### config.mk
export PLATFORM = sky130hd
export DESIGN_NAME = misd_core
export DESIGN_NICKNAME = d
export VERILOG_FILES = /design/src/misd_pkg.sv /design/src/misd_exec_if.sv /design/src/misd_addr_resolve.sv /design/src/misd_mult.sv /design/src/misd_core.sv
export SDC_FILE = /design/constraint.sdc
export NUM_CORES = 1
export LEC_CHECK = 0
export BUFFER_PORTS_ARGS = -buffer_cell sky130_fd_sc_hd__buf_2
export CAP_MARGIN = 15
export CORE_ASPECT_RATIO = 1.25
export CORE_UTILIZATION = 51
export CTS_CLUSTER_DIAMETER = 80
export CTS_CLUSTER_SIZE = 8
export DETAILED_ROUTE_END_ITERATION = 12
export PLACE_DENSITY = 0.78
export SKIP_LAST_GASP = 1
export SLEW_MARGIN = 0
export SYNTH_ARGS = -nofsm -noshare
export SYNTH_HDL_FRONTEND = slang
export SYNTH_SLANG_ARGS = --single-unit
### constraint.sdc
create_clock -name hclk -period 4.9 [get_ports hclk]
set_clock_uncertainty 0.15 [all_clocks]
set_input_delay 0.735 -clock hclk [delete_from_list [all_inputs] [get_ports hclk]]
set_output_delay 0.735 -clock hclk [all_outputs]
set_load 0.05 [all_outputs]
### src/misd_pkg.sv
// Constants, types and decode helpers for the instruction subset decoder.
// Assumes a single hclk domain and a 32-bit AHB-Lite register port.
// Functional notes
// - Increment-skip-zero adds one to f, result to working register or f, no flags.
// - Zero result of increment-skip-zero discards prefetched word, runs a no-op cycle.
// - Increment-skip-nonzero increments f, no flags; nonzero result skips next word.
// - OR-literal ORs working register with literal, updates zero flag only, one cycle.
// - OR-register ORs working register with f into chosen destination, zero flag only.
// - File-to-peripheral copies f to p; peripheral-to-file copies p to f, sets zero.
// - Window moves reach all 256 bytes with f; p covers only 00h to 1Fh.
// - Window operands may be working register or indirect; resolved by normal access path.
// - Bank loads write low or high nibble of bank select, other nibble kept.
// - Literal load puts literal in working register in one cycle, no flags.
// - Multiplies give unsigned 16-bit product in product pair; operands and flags kept.
package misd_pkg;
  // Instruction phases
  typedef enum logic [1:0] {
    PH_DECODE = 2'b00,
    PH_READ   = 2'b01,
    PH_PROC   = 2'b10,
    PH_WRITE  = 2'b11
  } misd_phase_t;
  // Decoded operations
  typedef enum logic [3:0] {
    OP_NOP   = 4'b0000,
    OP_INCSZ = 4'b0001,
    OP_INSNZ = 4'b0010,
    OP_ORL   = 4'b0011,
    OP_ORF   = 4'b0100,
    OP_CALL  = 4'b0101,
    OP_FTOP  = 4'b0110,
    OP_PTOF  = 4'b0111,
    OP_BNKLO = 4'b1000,
    OP_BNKHI = 4'b1001,
    OP_LDL   = 4'b1010,
    OP_STF   = 4'b1011,
    OP_MULL  = 4'b1100,
    OP_MULF  = 4'b1101
  } misd_op_t;
  // Instruction word fields
  localparam int DEST_BIT   = 8;
  localparam int LIT_HI     = 7;
  localparam int NIB_LO_HI  = 3;
  localparam int NIB_HI_LO  = 4;
  localparam int P_HI       = 12;
  localparam int P_LO       = 8;
  localparam int OPC8_LO    = 8;
  localparam int OPC7_LO    = 9;
  localparam int OPC3_LO    = 13;
  localparam logic [7:0] OPC8_ORL   = 8'hB3;
  localparam logic [7:0] OPC8_CALL  = 8'hB7;
  localparam logic [7:0] OPC8_BNKLO = 8'hB8;
  localparam logic [7:0] OPC8_LDL   = 8'hB0;
  localparam logic [7:0] OPC8_STF   = 8'h01;
  localparam logic [7:0] OPC8_MULL  = 8'hBC;
  localparam logic [7:0] OPC8_MULF  = 8'h34;
  localparam logic [6:0] OPC7_INCSZ = 7'h0F;
  localparam logic [6:0] OPC7_INSNZ = 7'h12;
  localparam logic [6:0] OPC7_ORF   = 7'h04;
  localparam logic [6:0] OPC7_BNKHI = 7'h5D;
  localparam logic [2:0] OPC3_FTOP  = 3'h3;
  localparam logic [2:0] OPC3_PTOF  = 3'h2;
  // Data space map
  localparam logic [7:0] WORK_ADDR  = 8'h0A;
  localparam logic [7:0] IND_ADDR   = 8'h00;
  localparam logic [7:0] P_MAX_ADDR = 8'h1F;
  localparam logic [7:0] ZERO8      = 8'h00;
  // Reset values
  localparam logic [15:0] RESET_PC  = 16'h0000;
  localparam logic        RESET_RUN = 1'b1;
  // AHB-Lite register map
  localparam logic [7:0] OFF_CTRL   = 8'h00;
  localparam logic [7:0] OFF_STATUS = 8'h04;
  localparam logic [7:0] OFF_WORK   = 8'h08;
  localparam logic [7:0] OFF_BANK   = 8'h0C;
  localparam logic [7:0] OFF_PRLO   = 8'h10;
  localparam logic [7:0] OFF_PRHI   = 8'h14;
  localparam logic [7:0] OFF_PC     = 8'h18;
  localparam logic [7:0] OFF_LATCH  = 8'h1C;
  localparam int CTRL_RUN_BIT = 0;
  localparam logic [2:0] HSIZE_WORD = 3'h2;
  localparam int HTRANS_ACT_BIT = 1;

  // Map an instruction word onto one operation of the subset
  function automatic misd_op_t misd_decode(input logic [15:0] w);
    misd_op_t o;
    o = OP_NOP;
    if (w[15:OPC3_LO] == OPC3_FTOP) o = OP_FTOP;
    else if (w[15:OPC3_LO] == OPC3_PTOF) o = OP_PTOF;
    else if (w[15:OPC8_LO] == OPC8_ORL) o = OP_ORL;
    else if (w[15:OPC8_LO] == OPC8_CALL) o = OP_CALL;
    else if (w[15:OPC8_LO] == OPC8_BNKLO) o = OP_BNKLO;
    else if (w[15:OPC8_LO] == OPC8_LDL) o = OP_LDL;
    else if (w[15:OPC8_LO] == OPC8_STF) o = OP_STF;
    else if (w[15:OPC8_LO] == OPC8_MULL) o = OP_MULL;
    else if (w[15:OPC8_LO] == OPC8_MULF) o = OP_MULF;
    else if (w[15:OPC7_LO] == OPC7_INCSZ) o = OP_INCSZ;
    else if (w[15:OPC7_LO] == OPC7_INSNZ) o = OP_INSNZ;
    else if (w[15:OPC7_LO] == OPC7_ORF) o = OP_ORF;
    else if (w[15:OPC7_LO] == OPC7_BNKHI) o = OP_BNKHI;
    return o;
  endfunction
endpackage

### src/misd_exec_if.sv
// Carrier between the decoder core, the address resolver and the multiplier.
// Assumes all members are combinational within one hclk cycle.
`timescale 1ns/1ns
interface misd_exec_if;
  logic [7:0]  raw_addr;
  logic [7:0]  ind_ptr;
  logic [7:0]  phys_addr;
  logic        is_work;
  logic [7:0]  mul_a;
  logic [7:0]  mul_b;
  logic [15:0] mul_prod;
  modport core    (output raw_addr, ind_ptr, mul_a, mul_b, input phys_addr, is_work, mul_prod);
  modport resolve (input raw_addr, ind_ptr, output phys_addr, is_work);
  modport mult    (input mul_a, mul_b, output mul_prod);
endinterface

### src/misd_addr_resolve.sv
// Register-file address resolver: indirect slot and working-register alias.
// Assumes the core time-shares raw_addr between source and destination.
`timescale 1ns/1ns
module misd_addr_resolve
  import misd_pkg::*;
(
  misd_exec_if.resolve ex  // Address request and answer
);
  // Indirect slot takes the pointer, then the alias check runs on the result
  always_comb begin
    ex.phys_addr = (ex.raw_addr == IND_ADDR) ? ex.ind_ptr : ex.raw_addr;
    ex.is_work   = (ex.phys_addr == WORK_ADDR);
  end
endmodule

### src/misd_mult.sv
// Unsigned 8x8 multiplier for the product register pair.
// Assumes operands are stable through the process and write phases.
`timescale 1ns/1ns
module misd_mult
  import misd_pkg::*;
(
  misd_exec_if.mult ex  // Operands and product
);
  // Zero-extended so the full 16-bit product survives
  assign ex.mul_prod = {8'h00, ex.mul_a} * {8'h00, ex.mul_b};
endmodule

### src/misd_core.sv
// Instruction subset decoder and executor with an AHB-Lite status port.
// Assumes single-cycle program and data memory reads, one hclk domain.
//
// The implementer's own choices: the AHB-Lite register port and the register offsets.
`timescale 1ns/1ns
module misd_core
  import misd_pkg::*;
(
  input  wire logic        hclk,       // System clock
  input  wire logic        hresetn,    // Async reset, active low
  input  wire logic        hsel,       // Slave select
  input  wire logic [31:0] haddr,      // Byte address
  input  wire logic [1:0]  htrans,     // Transfer type
  input  wire logic        hwrite,     // Write strobe
  input  wire logic [2:0]  hsize,      // Transfer size
  input  wire logic [31:0] hwdata,     // Write data
  input  wire logic        hready,     // Bus ready
  output logic             hreadyout,  // Slave ready
  output logic             hresp,      // Slave response
  output logic [31:0]      hrdata,     // Read data
  output logic [15:0]      prog_addr,  // Program fetch address
  input  wire logic [15:0] prog_data,  // Fetched instruction word
  output logic [7:0]       dm_addr,    // Data memory address
  output logic [7:0]       dm_wdata,   // Data memory write data
  output logic             dm_re,      // Data memory read enable
  output logic             dm_we,      // Data memory write enable
  input  wire logic [7:0]  dm_rdata,   // Data memory read data
  input  wire logic [7:0]  ind_ptr,    // Indirect pointer value
  output logic             stack_push, // Stack push pulse
  output logic [15:0]      stack_top   // Value pushed
);
  misd_phase_t q;
  misd_op_t    op;
  misd_op_t    op_now;
  logic [15:0] ir;
  logic        ir_valid;
  logic [15:0] pc;
  logic [7:0]  working_register;
  logic [7:0]  bank_select_register;
  logic [7:0]  product_high;
  logic [7:0]  product_low;
  logic [7:0]  pc_high_latch;
  logic        status_z;
  logic        ctrl_run;
  logic [7:0]  opnd;
  logic [7:0]  result_q;
  logic [7:0]  next_result;
  logic        work_we_q;
  logic        ahb_wr_pend;
  logic [7:0]  ahb_waddr;
  logic [7:0]  ir_lit;
  logic [3:0]  lit_lo;
  logic [3:0]  lit_hi;
  logic [3:0]  bsr_lo;
  logic [3:0]  bsr_hi;
  logic [7:0]  f_addr;
  logic [7:0]  p_addr;
  logic [7:0]  src_addr;
  logic [7:0]  dst_addr;
  logic        adv;
  logic        reads_mem;
  logic        wr_file;
  logic        wr_w_direct;
  logic        flush;
  logic        ahb_take;
  misd_exec_if ex ();

  misd_addr_resolve i_misd_addr_resolve (
    .ex (ex)
  );
  misd_mult i_misd_mult (
    .ex (ex)
  );

  // Instruction fields and operand addresses
  assign ir_lit   = ir[LIT_HI:0];
  assign lit_lo   = ir[NIB_LO_HI:0];
  assign lit_hi   = ir[LIT_HI:NIB_HI_LO];
  assign bsr_lo   = bank_select_register[NIB_LO_HI:0];
  assign bsr_hi   = bank_select_register[LIT_HI:NIB_HI_LO];
  assign f_addr   = ir[LIT_HI:0];
  assign p_addr   = {3'h0, ir[P_HI:P_LO]};
  // Source follows the word in ir only: op still holds the previous one in phase one
  assign src_addr = (op_now == OP_PTOF) ? p_addr : f_addr;
  assign dst_addr = (op == OP_FTOP) ? p_addr : f_addr;
  assign adv      = ctrl_run;
  assign op_now   = ir_valid ? misd_decode(ir) : OP_NOP;

  // Source address in the first half, destination in the second
  assign ex.raw_addr = (q == PH_DECODE || q == PH_READ) ? src_addr : dst_addr;
  assign ex.ind_ptr  = ind_ptr;
  assign ex.mul_a    = working_register;
  assign ex.mul_b    = (op == OP_MULL) ? ir_lit : opnd;

  // Read class of the word in ir, destination classes of the latched operation
  always_comb begin
    reads_mem = (op_now == OP_INCSZ) || (op_now == OP_INSNZ) || (op_now == OP_ORF) ||
                (op_now == OP_FTOP) || (op_now == OP_PTOF) || (op_now == OP_MULF);
    wr_file = (((op == OP_INCSZ) || (op == OP_INSNZ) || (op == OP_ORF)) && ir[DEST_BIT]) ||
              (op == OP_FTOP) || (op == OP_PTOF) || (op == OP_STF);
    wr_w_direct = (((op == OP_INCSZ) || (op == OP_INSNZ) || (op == OP_ORF)) &&
                   !ir[DEST_BIT]) || (op == OP_ORL) || (op == OP_LDL);
    flush = ((op == OP_INCSZ) && (result_q == ZERO8)) ||
            ((op == OP_INSNZ) && (result_q != ZERO8)) ||
            (op == OP_CALL);
  end

  // Result of the process phase
  always_comb begin
    case (op)
      OP_INCSZ, OP_INSNZ: next_result = opnd + 8'h01;
      OP_ORL:             next_result = working_register | ir_lit;
      OP_ORF:             next_result = working_register | opnd;
      OP_FTOP, OP_PTOF:   next_result = opnd;
      OP_LDL:             next_result = ir_lit;
      OP_STF:             next_result = working_register;
      default:            next_result = ZERO8;
    endcase
  end

  // Phase sequencer, stalls while run is clear
  always_ff @(posedge hclk or negedge hresetn) begin
    if (!hresetn) begin
      q <= PH_DECODE;
    end else if (adv) begin
      case (q)
        PH_DECODE: q <= PH_READ;
        PH_READ:   q <= PH_PROC;
        PH_PROC:   q <= PH_WRITE;
        PH_WRITE:  q <= PH_DECODE;
        default:   q <= PH_DECODE;
      endcase
    end
  end

  // Decode, operand read and process registers
  always_ff @(posedge hclk or negedge hresetn) begin
    if (!hresetn) begin
      op       <= OP_NOP;
      opnd     <= ZERO8;
      result_q <= ZERO8;
    end else if (adv) begin
      if (q == PH_DECODE) begin
        op <= op_now;
      end
      if (q == PH_READ) begin
        opnd <= ex.is_work ? working_register : dm_rdata;
      end
      if (q == PH_PROC) begin
        result_q <= next_result;
      end
    end
  end

  // Data memory port: read in phase two, write strobe in phase four
  always_ff @(posedge hclk or negedge hresetn) begin
    if (!hresetn) begin
      dm_addr  <= ZERO8;
      dm_wdata <= ZERO8;
      dm_re    <= 1'b0;
      dm_we    <= 1'b0;
    end else if (adv) begin
      case (q)
        PH_DECODE: begin
          dm_addr <= ex.phys_addr;
          dm_re   <= reads_mem;
        end
        PH_READ: begin
          dm_re <= 1'b0;
        end
        PH_PROC: begin
          dm_addr  <= ex.phys_addr;
          dm_wdata <= next_result;
          dm_we    <= wr_file && !ex.is_work;
        end
        PH_WRITE: begin
          dm_we <= 1'b0;
        end
        default: begin
          dm_we <= 1'b0;
        end
      endcase
    end
  end

  // Working register, written only at the end of the write phase
  always_ff @(posedge hclk or negedge hresetn) begin
    if (!hresetn) begin
      working_register <= ZERO8;
      work_we_q        <= 1'b0;
    end else if (adv) begin
      if (q == PH_PROC) begin
        work_we_q <= wr_w_direct || (wr_file && ex.is_work);
      end
      if (q == PH_WRITE && work_we_q) begin
        working_register <= result_q;
      end
    end
  end

  // Zero flag touched only by the OR ops and peripheral-to-file move
  always_ff @(posedge hclk or negedge hresetn) begin
    if (!hresetn) begin
      status_z <= 1'b0;
    end else if (adv && q == PH_WRITE) begin
      if (op == OP_ORL || op == OP_ORF || op == OP_PTOF) begin
        status_z <= (result_q == ZERO8);
      end
    end
  end

  // Bank select nibble loads
  always_ff @(posedge hclk or negedge hresetn) begin
    if (!hresetn) begin
      bank_select_register <= ZERO8;
    end else if (adv && q == PH_WRITE) begin
      if (op == OP_BNKLO) begin
        bank_select_register <= {bsr_hi, lit_lo};
      end else if (op == OP_BNKHI) begin
        bank_select_register <= {lit_hi, bsr_lo};
      end
    end
  end

  // Product register pair
  always_ff @(posedge hclk or negedge hresetn) begin
    if (!hresetn) begin
      product_high <= ZERO8;
      product_low  <= ZERO8;
    end else if (adv && q == PH_WRITE && (op == OP_MULL || op == OP_MULF)) begin
      {product_high, product_low} <= ex.mul_prod;
    end
  end

  // Fetch pipeline, program counter and call push
  always_ff @(posedge hclk or negedge hresetn) begin
    if (!hresetn) begin
      ir         <= 16'h0000;
      ir_valid   <= 1'b0;
      pc         <= RESET_PC;
      stack_push <= 1'b0;
      stack_top  <= 16'h0000;
    end else begin
      stack_push <= adv && q == PH_WRITE && op == OP_CALL;
      if (adv && q == PH_WRITE) begin
        ir       <= prog_data;
        ir_valid <= !flush;
        if (op == OP_CALL) begin
          stack_top <= pc;
          pc        <= {pc_high_latch, ir_lit};
        end else begin
          pc <= pc + 16'h0001;
        end
      end
    end
  end
  assign prog_addr = pc;

  // AHB-Lite slave: zero wait states, always OKAY
  assign hreadyout = 1'b1;
  assign hresp     = 1'b0;
  assign ahb_take  = hsel && hready && htrans[HTRANS_ACT_BIT];

  always_ff @(posedge hclk or negedge hresetn) begin
    if (!hresetn) begin
      ahb_wr_pend   <= 1'b0;
      ahb_waddr     <= ZERO8;
      hrdata        <= 32'h00000000;
      ctrl_run      <= RESET_RUN;
      pc_high_latch <= ZERO8;
    end else begin
      if (ahb_wr_pend) begin
        case (ahb_waddr)
          OFF_CTRL:   ctrl_run      <= hwdata[CTRL_RUN_BIT];
          OFF_LATCH:  pc_high_latch <= hwdata[LIT_HI:0];
          default:    ctrl_run      <= ctrl_run;
        endcase
      end
      ahb_wr_pend <= ahb_take && hwrite && (hsize == HSIZE_WORD);
      if (ahb_take) begin
        ahb_waddr <= haddr[7:0];
      end
      if (ahb_take && !hwrite) begin
        case (haddr[7:0])
          OFF_CTRL:   hrdata <= 32'(ctrl_run);
          OFF_STATUS: hrdata <= 32'({q, ir_valid, status_z});
          OFF_WORK:   hrdata <= 32'(working_register);
          OFF_BANK:   hrdata <= 32'(bank_select_register);
          OFF_PRLO:   hrdata <= 32'(product_low);
          OFF_PRHI:   hrdata <= 32'(product_high);
          OFF_PC:     hrdata <= 32'(pc);
          OFF_LATCH:  hrdata <= 32'(pc_high_latch);
          default:    hrdata <= 32'h00000000;
        endcase
      end
    end
  end
endmodule

==> impl_metrics.py, run 1 <==
metrics = {
    "hold_path": {
        "min_path_type": "input pin to asynchronous set/reset pin",
    },
    "setup_path": {
        "cp_common_cell": "fa_1",
        "worstPathArrival_ps": 4970,
        "path_cells": "nor3_4, buf_12, mux2_4, and2_1, fa_1, inv_1, fa_1, inv_1, ha_1, fa_1, ha_4, nor2b_2, o21ai_2, a21boi_4, o21ai_2, buf_4, a21oi_1, a21oi_1, xor2_1, o21ai_0",
        "worst_setup_path_end_kind": "register",
        "r2r-end": "product_high[3]",
        "cp.required_ps": 5010,
        "crit_path_start_kind": "register",
        "critPathLaunch": "op[1]",
        "r2r_start": "op[1]",
        "crit_slowest_cell": "fa_1",
        "reg2reg_slack_ps": 40,
        "critical_path_class": "register to register",
        "cpPeakStageDelay_ps": 530,
        "critPathMaxFanout": 7,
        "r2r.worst_path.cells": 20,
    },
    "run": {
        "maxCapViolations": 0,
    },
    "finish": {
        "multi_input_area_um2": 5540,
        "final_cell_mix": "158 x nand2_1, 149 x dfrtp_1, 122 x buf_2, 65 x o21ai_0, 59 x inv_1",
        "fill_cells": 1442,
        "layout_commonest_cell": "nand2_1",
        "n_antenna_cell": 0,
        "area_growth_pct": 19.2,
        "drive_gt1_share_pct": 25.9,
        "sequential_cell_area_um2": 3750,
        "fin_cells": 1405,
        "final_util_pct": 62.8,
        "finish.net_count": 1348,
    },
    "global_route": {
        "grt_use_met3_pct": 3.75,
        "grt_usage_pct": 26.6,
        "grt_busiest_layer": "met2",
        "antenna_found_initial": 0,
        "grt_overflow": 0,
        "gr-usage-met1_pct": 32.9,
        "grt_start_max_net_pins": 69,
        "use_met2_pct": 46.4,
        "grt_pass1_wl_um": 41200,
        "grt_pass1_vias": 8193,
    },
    "routing": {
        "drtPass1Iterations": 5,
        "drc": 0,
        "viasPerCell": 5.83,
        "routedWlPerCell_um": 18.0,
        "wirelength_um": 25300,
        "antenna_left": 0,
        "vias": 8198,
        "drt_iter0_drc": 811,
    },
    "timing": {
        "setup_viol": 0,
        "max_freq_mhz": 206,
        "period_minus_slack_ps": 4860,
        "final-hold-violation-count": 0,
        "slew_headroom_pct": 29.2,
        "drv_slew": 0,
        "rsz0062_at_grt": "yes",
        "tightest_slew_ps": 1060,
        "timing.final.crit_share_pct": 99.3,
    },
    "yosys": {
        "syn_area_per_cell_um2": 9.42,
        "yosysSeqAreaShare_pct": 39.1,
        "synth_ff_type": "dfrtp_1",
        "ys_ff_latch": 150,
        "synthTopCellsByArea": "dfrtp_1 39%, fa_1 7.5%, mux2_2 6.7%",
        "yosysUniqueCellTypes": 65,
        "synthArstFlopShare_pct": 100,
        "synth_area_um2": 9600,
        "syn_inst": 1019,
        "synth_top_area_share_pct": 38.8,
        "synth_top_cell_by_area": "dfrtp_1",
        "synth_edf_count": 0,
        "yosys_warnings": 0,
    },
    "power_and_ir_drop": {
        "p_leak_nw": 5.63,
        "power_frac_clock_pct": 43.7,
        "irDropWorstVdd_mv": 0.248,
        "comb_power_share_pct": 13.0,
        "totalPowerFinal_mw": 3.07,
        "p_switching_uw": 922,
        "p_seq_share_pct": 43.3,
        "p_int_mw": 2.15,
        "switching_share_pct": 30.0,
        "power.density_nw_per_um2": 268,
    },
    "clock_network": {
        "clockRootBuffer": "clkbuf_16",
        "clkLatencyLatePin_ps": 420,
        "clk_pin_slew_ps": 70,
        "cts_tree": "yes",
        "cts_hold_buf": 0,
        "h-tree-depth": 4,
        "cts_sinks": 150,
        "cts_buffers": 17,
        "clockBufferDepth": 2,
    },
    "floorplan": {
        "die_y_um": 155,
        "coreArea_um2": 18200,
        "io_pins": 191,
        "rows": 55,
        "fp.dieW_um": 125,
        "start_util_pct": 52.7,
        "dieArea_um2": 19400,
    },
    "placement": {
        "hpwl_um": 18400,
        "gp_congestion": 0.931,
        "port_buffers": 123,
        "numPlacedInstances": 1369,
    },
    "status": {
        "status": "complete, no violations",
    },
}
-- worst max-delay path, delay by kind of cell, from the launching register on --
| kind | cells | cell delay (ps) |
|---|---|---|
| adder cells (fa/ha/maj) | 5 | 1830 |
| AO/OA/AOI/OAI | 6 | 760 |
| AND/OR/NAND/NOR | 3 | 600 |
| buffers and inverters | 4 | 460 |
| flip-flops | 1 | 420 |
| multiplexers | 1 | 340 |
| XOR/XNOR | 1 | 140 |
-- through the flow --
step           hold WS (ps)  instance area [um2]  setup WS, ps  TNS (ps)
3_5_place_dp            315                10700          -233      -591
6_report                147                11400          35.2         0
4_1_cts                 189                11300          9.67         0
5_1_grt                 217                11400          -202      -825
3_3_place_gp            307                10700          -189      -473
2_1_floorplan           289                 9720         -65.8      -133
-- how the worst max path moves through the flow --
stage	endpoint	slack (ps)	cells after the start
2_1_floorplan	product_high[6]	-70	19
3_3_place_gp	product_high[7]	-190	19
3_5_place_dp	product_high[7]	-230	19
4_1_cts	product_high[6]	10	18
5_1_grt	product_high[3]	-200	20
6_report	product_high[3]	40	20
-- synth_stat cells (8+ instances only) --
| library cell | count |
|---|---|
| dfrtp_1 | 149 |
| nand2_1 | 159 |
| a22oi_1 | 34 |
| nand2b_1 | 13 |
| xnor2_1 | 10 |
| buf_4 | 19 |
| nor4_1 | 8 |
| mux2_2 | 57 |
| and2_1 | 27 |
| clkbuf_1 | 41 |
| o22ai_1 | 8 |
| a21oi_1 | 37 |
| inv_1 | 61 |
| nand3_1 | 24 |
| a22o_1 | 17 |
| a221oi_1 | 11 |
| nor2b_1 | 20 |
| o21ai_1 | 12 |
| nor2_1 | 52 |
| fa_1 | 36 |
| o21ai_0 | 69 |
| ha_1 | 42 |
| nor3_1 | 14 |
| mux2i_1 | 11 |
-- kinds of logic (layout without fill, tap and decap cells) --
logic type / after synthesis / in the layout / synth area share, %
simple gates: 359 / 359 / 18.1
compound gates: 217 / 217 / 14.3
flops: 150 / 150 / 39.1
buf+inv: 127 / 269 / 5.81
fa+ha+maj: 78 / 78 / 13.0
mux: 69 / 69 / 7.99
xor+xnor: 17 / 17 / 1.55
other cells: 2 / 18 / 0.0782
-- power by group through the flow --
stage	registers, mW	logic (mW)	clock network [mW]
floorplan	1.44	0.174	0
global placement	1.35	0.386	0
detailed placement	1.35	0.392	0
CTS	1.33	0.397	1.35
global route	1.33	0.428	1.41
finish	1.33	0.399	1.34
-- metal layers --
metal | vias up | wire length (um)
met2 | 338 | 12800
met3 | 69 | 1660
met1 | 3999 | 10100
met4 | 0 | 851
li1 | 3792 | -
met5 | - | 0
-- flip-flops by register name, summed over array words and instances (netlist names) --
| name | cells |
|---|---|
| ex.mul_a | 8 |
| product_high | 8 |
| dm_wdata | 8 |
| ir | 16 |
| opnd | 8 |
| status_z | 1 |
| work_we_q | 1 |
| product_low | 8 |
| pc_high_latch | 8 |
| adv | 1 |
| ir_valid | 1 |
| bank_select_register | 8 |
| ahb_wr_pend | 1 |
| prog_addr | 16 |
| stack_push | 1 |
| dm_re | 1 |
| op | 4 |
| ahb_waddr | 8 |
| stack_top | 16 |
| dm_we | 1 |
| dm_addr | 8 |
| hrdata | 16 |
| q | 2 |
-- final cells by class --
type / count / share of cell area [%]
Clock buffer: 17 / 3.72
Clock inverter: 15 / 1.56
Inverter: 61 / 2.02
Multi-Input combinational cell: 758 / 48.4
Sequential cell: 150 / 32.8
Tap cell: 228 / 2.49
Timing Repair Buffer: 176 / 9.02
-- repair_timing --
| item | 4_1_cts | 5_1_grt |
|---|---|---|
| endpoints found under the setup margin | 4 | 7 |
| buffers inserted | 1 | 3 |
| gates resized for setup | 9 | 21 |
| pin swaps | 7 | 10 |
Note: power is estimated with default switching activity, not from simulation.
==> inputs of run 2 (changes only) <==
--- a/config.mk
+++ b/config.mk
@@ -13,6 +13,7 @@
 export CTS_CLUSTER_SIZE = 8
 export DETAILED_ROUTE_END_ITERATION = 12
 export PLACE_DENSITY = 0.78
+export REMOVE_ABC_BUFFERS = 1
 export SKIP_LAST_GASP = 1
 export SLEW_MARGIN = 0
 export SYNTH_ARGS = -nofsm -noshare
==> run 2 against run 1 <==
Clock power shrank 5%; core utilization is 0.56 points lower; register-to-register slack better by 50 ps; largest cell class unchanged; critical endpoint unchanged; power is 2.4% lower; combinational power is 2% lower; sequential power about the same; count of clock-buffer cells in the layout unchanged; highest routed layer unchanged; routed wire length up 0.95%; global-route usage rose by 0.10 points; worst setup slack better by 51 ps; first-iteration DRC count grew 5.4%.
==> impl_metrics.py, run 2 (synthesis results as in run 1) <==
metrics = {
    "global_route": {
        "antenna_found_initial": 0,
        "grt_pass1_wl_um": 41100,
        "grt_pass1_vias": 8018,
        "grt_usage_pct": 26.7,
        "grt_start_max_net_pins": 83,
        "grt_overflow": 0,
    },
    "timing": {
        "rsz0062_at_grt": "yes",
        "setup_viol": 0,
        "slew_headroom_pct": 29.3,
        "drv_slew": 0,
        "tns_ps": 0,
        "timing.final.crit_share_pct": 98.2,
        "max_freq_mhz": 208,
        "fin_hold_ws_ps": 177,
        "period_minus_slack_ps": 4810,
        "tightest_slew_ps": 1060,
        "final-hold-violation-count": 0,
    },
    "clock_network": {
        "cts_hold_buf": 0,
        "clkLatencyLatePin_ps": 430,
        "clockBufferDepth": 2,
        "cts_tree": "yes",
        "h-tree-depth": 4,
        "cts_buffers": 17,
        "cts_sinks": 150,
        "clockRootBuffer": "clkbuf_16",
        "clk_pin_slew_ps": 60,
    },
    "routing": {
        "drt_iter0_drc": 855,
        "drtPass1Iterations": 5,
        "viasPerCell": 5.84,
        "wirelength_um": 25600,
        "routedWlPerCell_um": 18.2,
        "antenna_left": 0,
        "drc": 0,
        "vias": 8196,
    },
    "setup_path": {
        "critical_path_class": "register to register",
        "crit_buf_inv": 5,
        "cp_common_cell": "fa_1",
        "critPathMaxFanout": 5,
        "path_cells": "nor3_2, buf_4, mux2_4, buf_6, and2_4, fa_1, inv_1, fa_1, inv_1, ha_1, fa_1, ha_4, nor2b_2, o21ai_2, a21boi_2, o21ai_2, buf_4, a21oi_1, a21oi_1, xor2_1, o21ai_1",
        "crit_slowest_cell": "fa_1",
        "cp.required_ps": 5060,
        "path_delay_family": "adder cells",
        "cpPeakStageDelay_ps": 520,
        "worst_setup_path_end_kind": "register",
        "crit_path_start_kind": "register",
        "worstPathArrival_ps": 4980,
    },
    "power_and_ir_drop": {
        "totalPowerFinal_mw": 3.00,
        "p_switching_uw": 871,
        "p_leak_nw": 5.60,
        "irDropWorstVdd_mv": 0.240,
        "switching_share_pct": 29.1,
        "p_int_mw": 2.12,
        "power_frac_clock_pct": 42.5,
        "power.density_nw_per_um2": 264,
        "p_seq_share_pct": 44.4,
        "comb_power_share_pct": 13.1,
    },
    "placement": {
        "place_area_um2": 10600,
        "port_buffers": 123,
        "gp_congestion": 0.939,
        "hpwl_um": 18700,
    },
    "floorplan": {
        "fp.dieW_um": 125,
        "io_pins": 191,
        "dieArea_um2": 19400,
        "start_util_pct": 52.7,
        "coreArea_um2": 18200,
        "rows": 55,
        "die_y_um": 155,
    },
    "finish": {
        "final_util_pct": 62.2,
        "sequential_cell_area_um2": 3750,
        "layout_commonest_cell": "nand2_1",
        "fill_cells": 1453,
        "drive_gt1_share_pct": 25.5,
        "finish.instance_area_um2": 11300,
        "n_antenna_cell": 0,
        "area_growth_pct": 18.2,
        "multi_input_area_um2": 5480,
        "finish.net_count": 1347,
        "final_cell_mix": "159 x nand2_1, 149 x dfrtp_1, 122 x buf_2, 63 x o21ai_0, 58 x inv_1",
    },
    "hold_path": {
        "min_path_type": "input pin to asynchronous set/reset pin",
    },
    "status": {
        "status": "complete, no violations",
    },
    "run": {
        "maxCapViolations": 0,
    },
}
## run 2: cell type report
| type | count | share of cell area, % |
|---|---|---|
| Clock buffer | 17 | 3.75 |
| Timing Repair Buffer | 175 | 9.02 |
| Sequential cell | 150 | 33.1 |
| Tap cell | 228 | 2.51 |
| Clock inverter | 15 | 1.29 |
| Multi-Input combinational cell | 758 | 48.3 |
| Inverter | 61 | 2.04 |
## run 2: power groups by stage
stage | registers (mW) | clock network, mW | logic (mW)
2_1_floorplan | 1.44 | 0 | 0.157
3_3_place_gp | 1.35 | 0 | 0.379
3_5_place_dp | 1.35 | 0 | 0.386
4_1_cts | 1.33 | 1.29 | 0.389
5_1_grt | 1.34 | 1.34 | 0.427
6_report | 1.33 | 1.27 | 0.392
## run 2: metal layers
| layer | up-vias | track usage [%] | part of all wire [%] |
|---|---|---|---|
| met2 | 343 | 44.6 | 49 |
| met3 | 64 | 4.44 | 6.4 |
| met1 | 3991 | 34.6 | 41 |
| met4 | 0 | 10.8 | 3.1 |
| li1 | 3798 | - | - |
| met5 | - | 0 | 0 |
## run 2: what timing repair did
item	4_1_cts	5_1_grt
pin swaps	7	10
resized for setup	14	25
buffers inserted	1	3
setup endpoints to repair	6	7
endpoints found under the hold margin	0	0
## run 2: through the flow
step	worst slack, ps	cells
floorplan	-358	969
global placement	-233	1367
detailed placement	-342	1367
CTS	-8.72	1400
global route	-160	1404
finish	85.9	1404
## run 2: worst paths after layout
check / startpoint / end / slack, ps / cells after the start
setup reg to reg: op[1] / product_high[3] / 90 / 21
hold / removal: hresetn / opnd[7] / 180 / 1
max in group asynchronous: hresetn / adv / 3390 / 2
setup / recovery: op[1] / product_high[3] / 90 / 21
hold reg to reg: dm_addr[5] / dm_addr[5] / 330 / 2
min in group hclk: dm_addr[5] / dm_addr[5] / 330 / 2
==> inputs of run 3 (changes only) <==
--- a/config.mk
+++ b/config.mk
@@ -8,11 +8,11 @@
 export BUFFER_PORTS_ARGS = -buffer_cell sky130_fd_sc_hd__buf_2
 export CAP_MARGIN = 15
 export CORE_ASPECT_RATIO = 1.25
-export CORE_UTILIZATION = 51
+export CORE_UTILIZATION = 45
 export CTS_CLUSTER_DIAMETER = 80
 export CTS_CLUSTER_SIZE = 8
 export DETAILED_ROUTE_END_ITERATION = 12
-export PLACE_DENSITY = 0.78
+export PLACE_DENSITY = 0.7
 export REMOVE_ABC_BUFFERS = 1
 export SKIP_LAST_GASP = 1
 export SLEW_MARGIN = 0
==> run 3 against run 2 <==
Core utilization decreased by 7.1 points; largest power group unchanged; flip-flop and latch count unchanged; sequential share of layout area decreased by 0.50 points; power up 0.13%.
==> impl_metrics.py, run 3 (synthesis results as in run 1) <==
metrics = {
    "run": {
        "maxCapViolations": 0,
    },
    "power_and_ir_drop": {
        "p_leak_nw": 5.63,
        "power.density_nw_per_um2": 260,
        "totalPowerFinal_mw": 3.00,
        "irDropWorstVdd_mv": 0.218,
    },
    "setup_path": {
        "path_cells": "nor3_4, buf_6, mux2_4, buf_4, and2_1, ha_1, fa_1, ha_1, inv_1, fa_1, buf_4, fa_1, nor2b_2, o21ai_2, a21boi_4, o21ai_2, a211oi_2, o31ai_2, xnor2_1, o21ai_1",
        "crit_slowest_cell": "fa_1",
        "critPathMaxFanout": 5,
        "crit_path_start_kind": "register",
        "cp_common_cell": "fa_1",
        "cpPeakStageDelay_ps": 460,
        "cp.required_ps": 5060,
        "critical_path_class": "register to register",
        "worstPathArrival_ps": 5000,
        "worst_setup_path_end_kind": "register",
    },
    "clock_network": {
        "cts_tree": "yes",
        "clk_pin_slew_ps": 60,
        "cts_hold_buf": 0,
        "clkLatencyLatePin_ps": 430,
        "clockRootBuffer": "clkbuf_16",
        "h-tree-depth": 4,
        "clockBufferDepth": 2,
        "cts_sinks": 150,
        "cts_buffers": 17,
    },
    "finish": {
        "finish.net_count": 1354,
        "final_cell_mix": "155 x nand2_1, 149 x dfrtp_1, 122 x buf_2, 63 x o21ai_0, 56 x buf_4",
        "final_util_pct": 55.2,
        "n_antenna_cell": 0,
        "fill_cells": 1843,
        "area_growth_pct": 20.0,
        "drive_gt1_share_pct": 27.1,
        "layout_commonest_cell": "nand2_1",
    },
    "global_route": {
        "grt_start_max_net_pins": 112,
        "grt_pass1_vias": 7941,
        "grt_pass1_wl_um": 41200,
        "antenna_found_initial": 0,
        "grt_usage_pct": 24.1,
        "grt_overflow": 0,
    },
    "timing": {
        "slew_headroom_pct": 27.3,
        "max_freq_mhz": 206,
        "final-hold-violation-count": 0,
        "tightest_slew_ps": 1090,
        "timing.final.ws_setup_ps": 56.9,
        "rsz0062_at_grt": "yes",
        "setup_viol": 0,
        "timing.final.crit_share_pct": 98.8,
        "period_minus_slack_ps": 4840,
        "drv_slew": 0,
    },
    "placement": {
        "place_ws_ps": -244,
        "hpwl_um": 18800,
        "port_buffers": 123,
        "gp_congestion": 0.877,
    },
    "floorplan": {
        "rows": 59,
        "die_y_um": 165,
        "coreArea_um2": 20900,
        "dieArea_um2": 21900,
        "start_util_pct": 46.0,
        "io_pins": 191,
        "fp.dieW_um": 133,
    },
    "hold_path": {
        "min_path_type": "input pin to asynchronous set/reset pin",
    },
    "routing": {
        "viasPerCell": 5.61,
        "drtPass1Iterations": 5,
        "routedWlPerCell_um": 17.6,
        "drt_iter0_drc": 735,
        "drc": 0,
        "antenna_left": 0,
        "wirelength_um": 25700,
        "vias": 8177,
    },
    "status": {
        "status": "complete, no violations",
    },
}
run 3: cell types whose count changed in the layout (fill, tap and decap cells not counted), moves of 3 or more:
cell	previous run	this run
nand2_1	159	155
and2_1	23	26
buf_4	50	56
nand2_2	0	4
and2_4	4	1
inv_1	58	53
inv_2	2	8
run 3: path summary, 6_finish.rpt:
path	startpoint	to	slack (ps)	cells after the start
worst min-delay path	hresetn	ex.mul_a[6]	260	1
max in group asynchronous	hresetn	adv	3150	2
min in group hclk	stack_top[6]	stack_top[6]	330	2
worst min register to register	stack_top[6]	stack_top[6]	330	2
worst max register to register	op[1]	product_high[7]	60	20
worst max-delay path	op[1]	product_high[7]	60	20
run 3: routing by layer:
metal / track usage [%] / wire length, um / part of all wire (%)
met2: 40.2 / 12600 / 49
met3: 3.21 / 1300 / 5.1
met1: 31.7 / 11100 / 43
met4: 9.61 / 666 / 2.6
met5: 0 / 0 / 0
run 3: cell type report:
type                       instances  area, um2  area share (%)
inverter                          61        229            1.99
tap                              274        343            2.98
sequential                       150       3750            32.6
clock inverter                    15        146            1.27
clock buffer                      17        425            3.69
timing repair buffer             182       1080            9.37
multi-input combinational        758       5540            48.1
run 3: report_power, final:
part / internal [mW] / leakage (nW) / total, mW / switching, mW
Combinational: 0.124 / 3.44 / 0.391 / 0.266
Clock: 0.712 / 0.275 / 1.28 / 0.564
Sequential: 1.29 / 1.91 / 1.33 / 0.0422
Total: 2.13 / 5.63 / 3.00 / 0.873
run 3: repair_timing:
action,in CTS,in global routing
hold endpoints to repair,0,0
endpoints found under the setup margin,7,8
resized for setup,20,37
buffers inserted,6,2
pin swaps,13,19
run 3: critical path: cells and delay by family, from the launching register on:
kind / cells / cell delay [ps]
AO/OA/AOI/OAI: 6 / 870
XOR/XNOR: 1 / 170
adder cells (fa/ha/maj): 5 / 1800
buffers and inverters: 4 / 510
flip-flops: 1 / 400
multiplexers: 1 / 320
AND/OR/NAND/NOR: 3 / 510
run 3: metrics by stage:
step                hold slack (ps)  instance area [um2]  std cells  setup TNS (ps)
finish                          258                11500       1457               0
global route                    354                11500       1457            -389
CTS                             333                11400       1454           -37.2
detailed placement              319                10700       1416            -645
global placement                310                10700       1416            -593
floorplan                       289                 9330        969           -1480
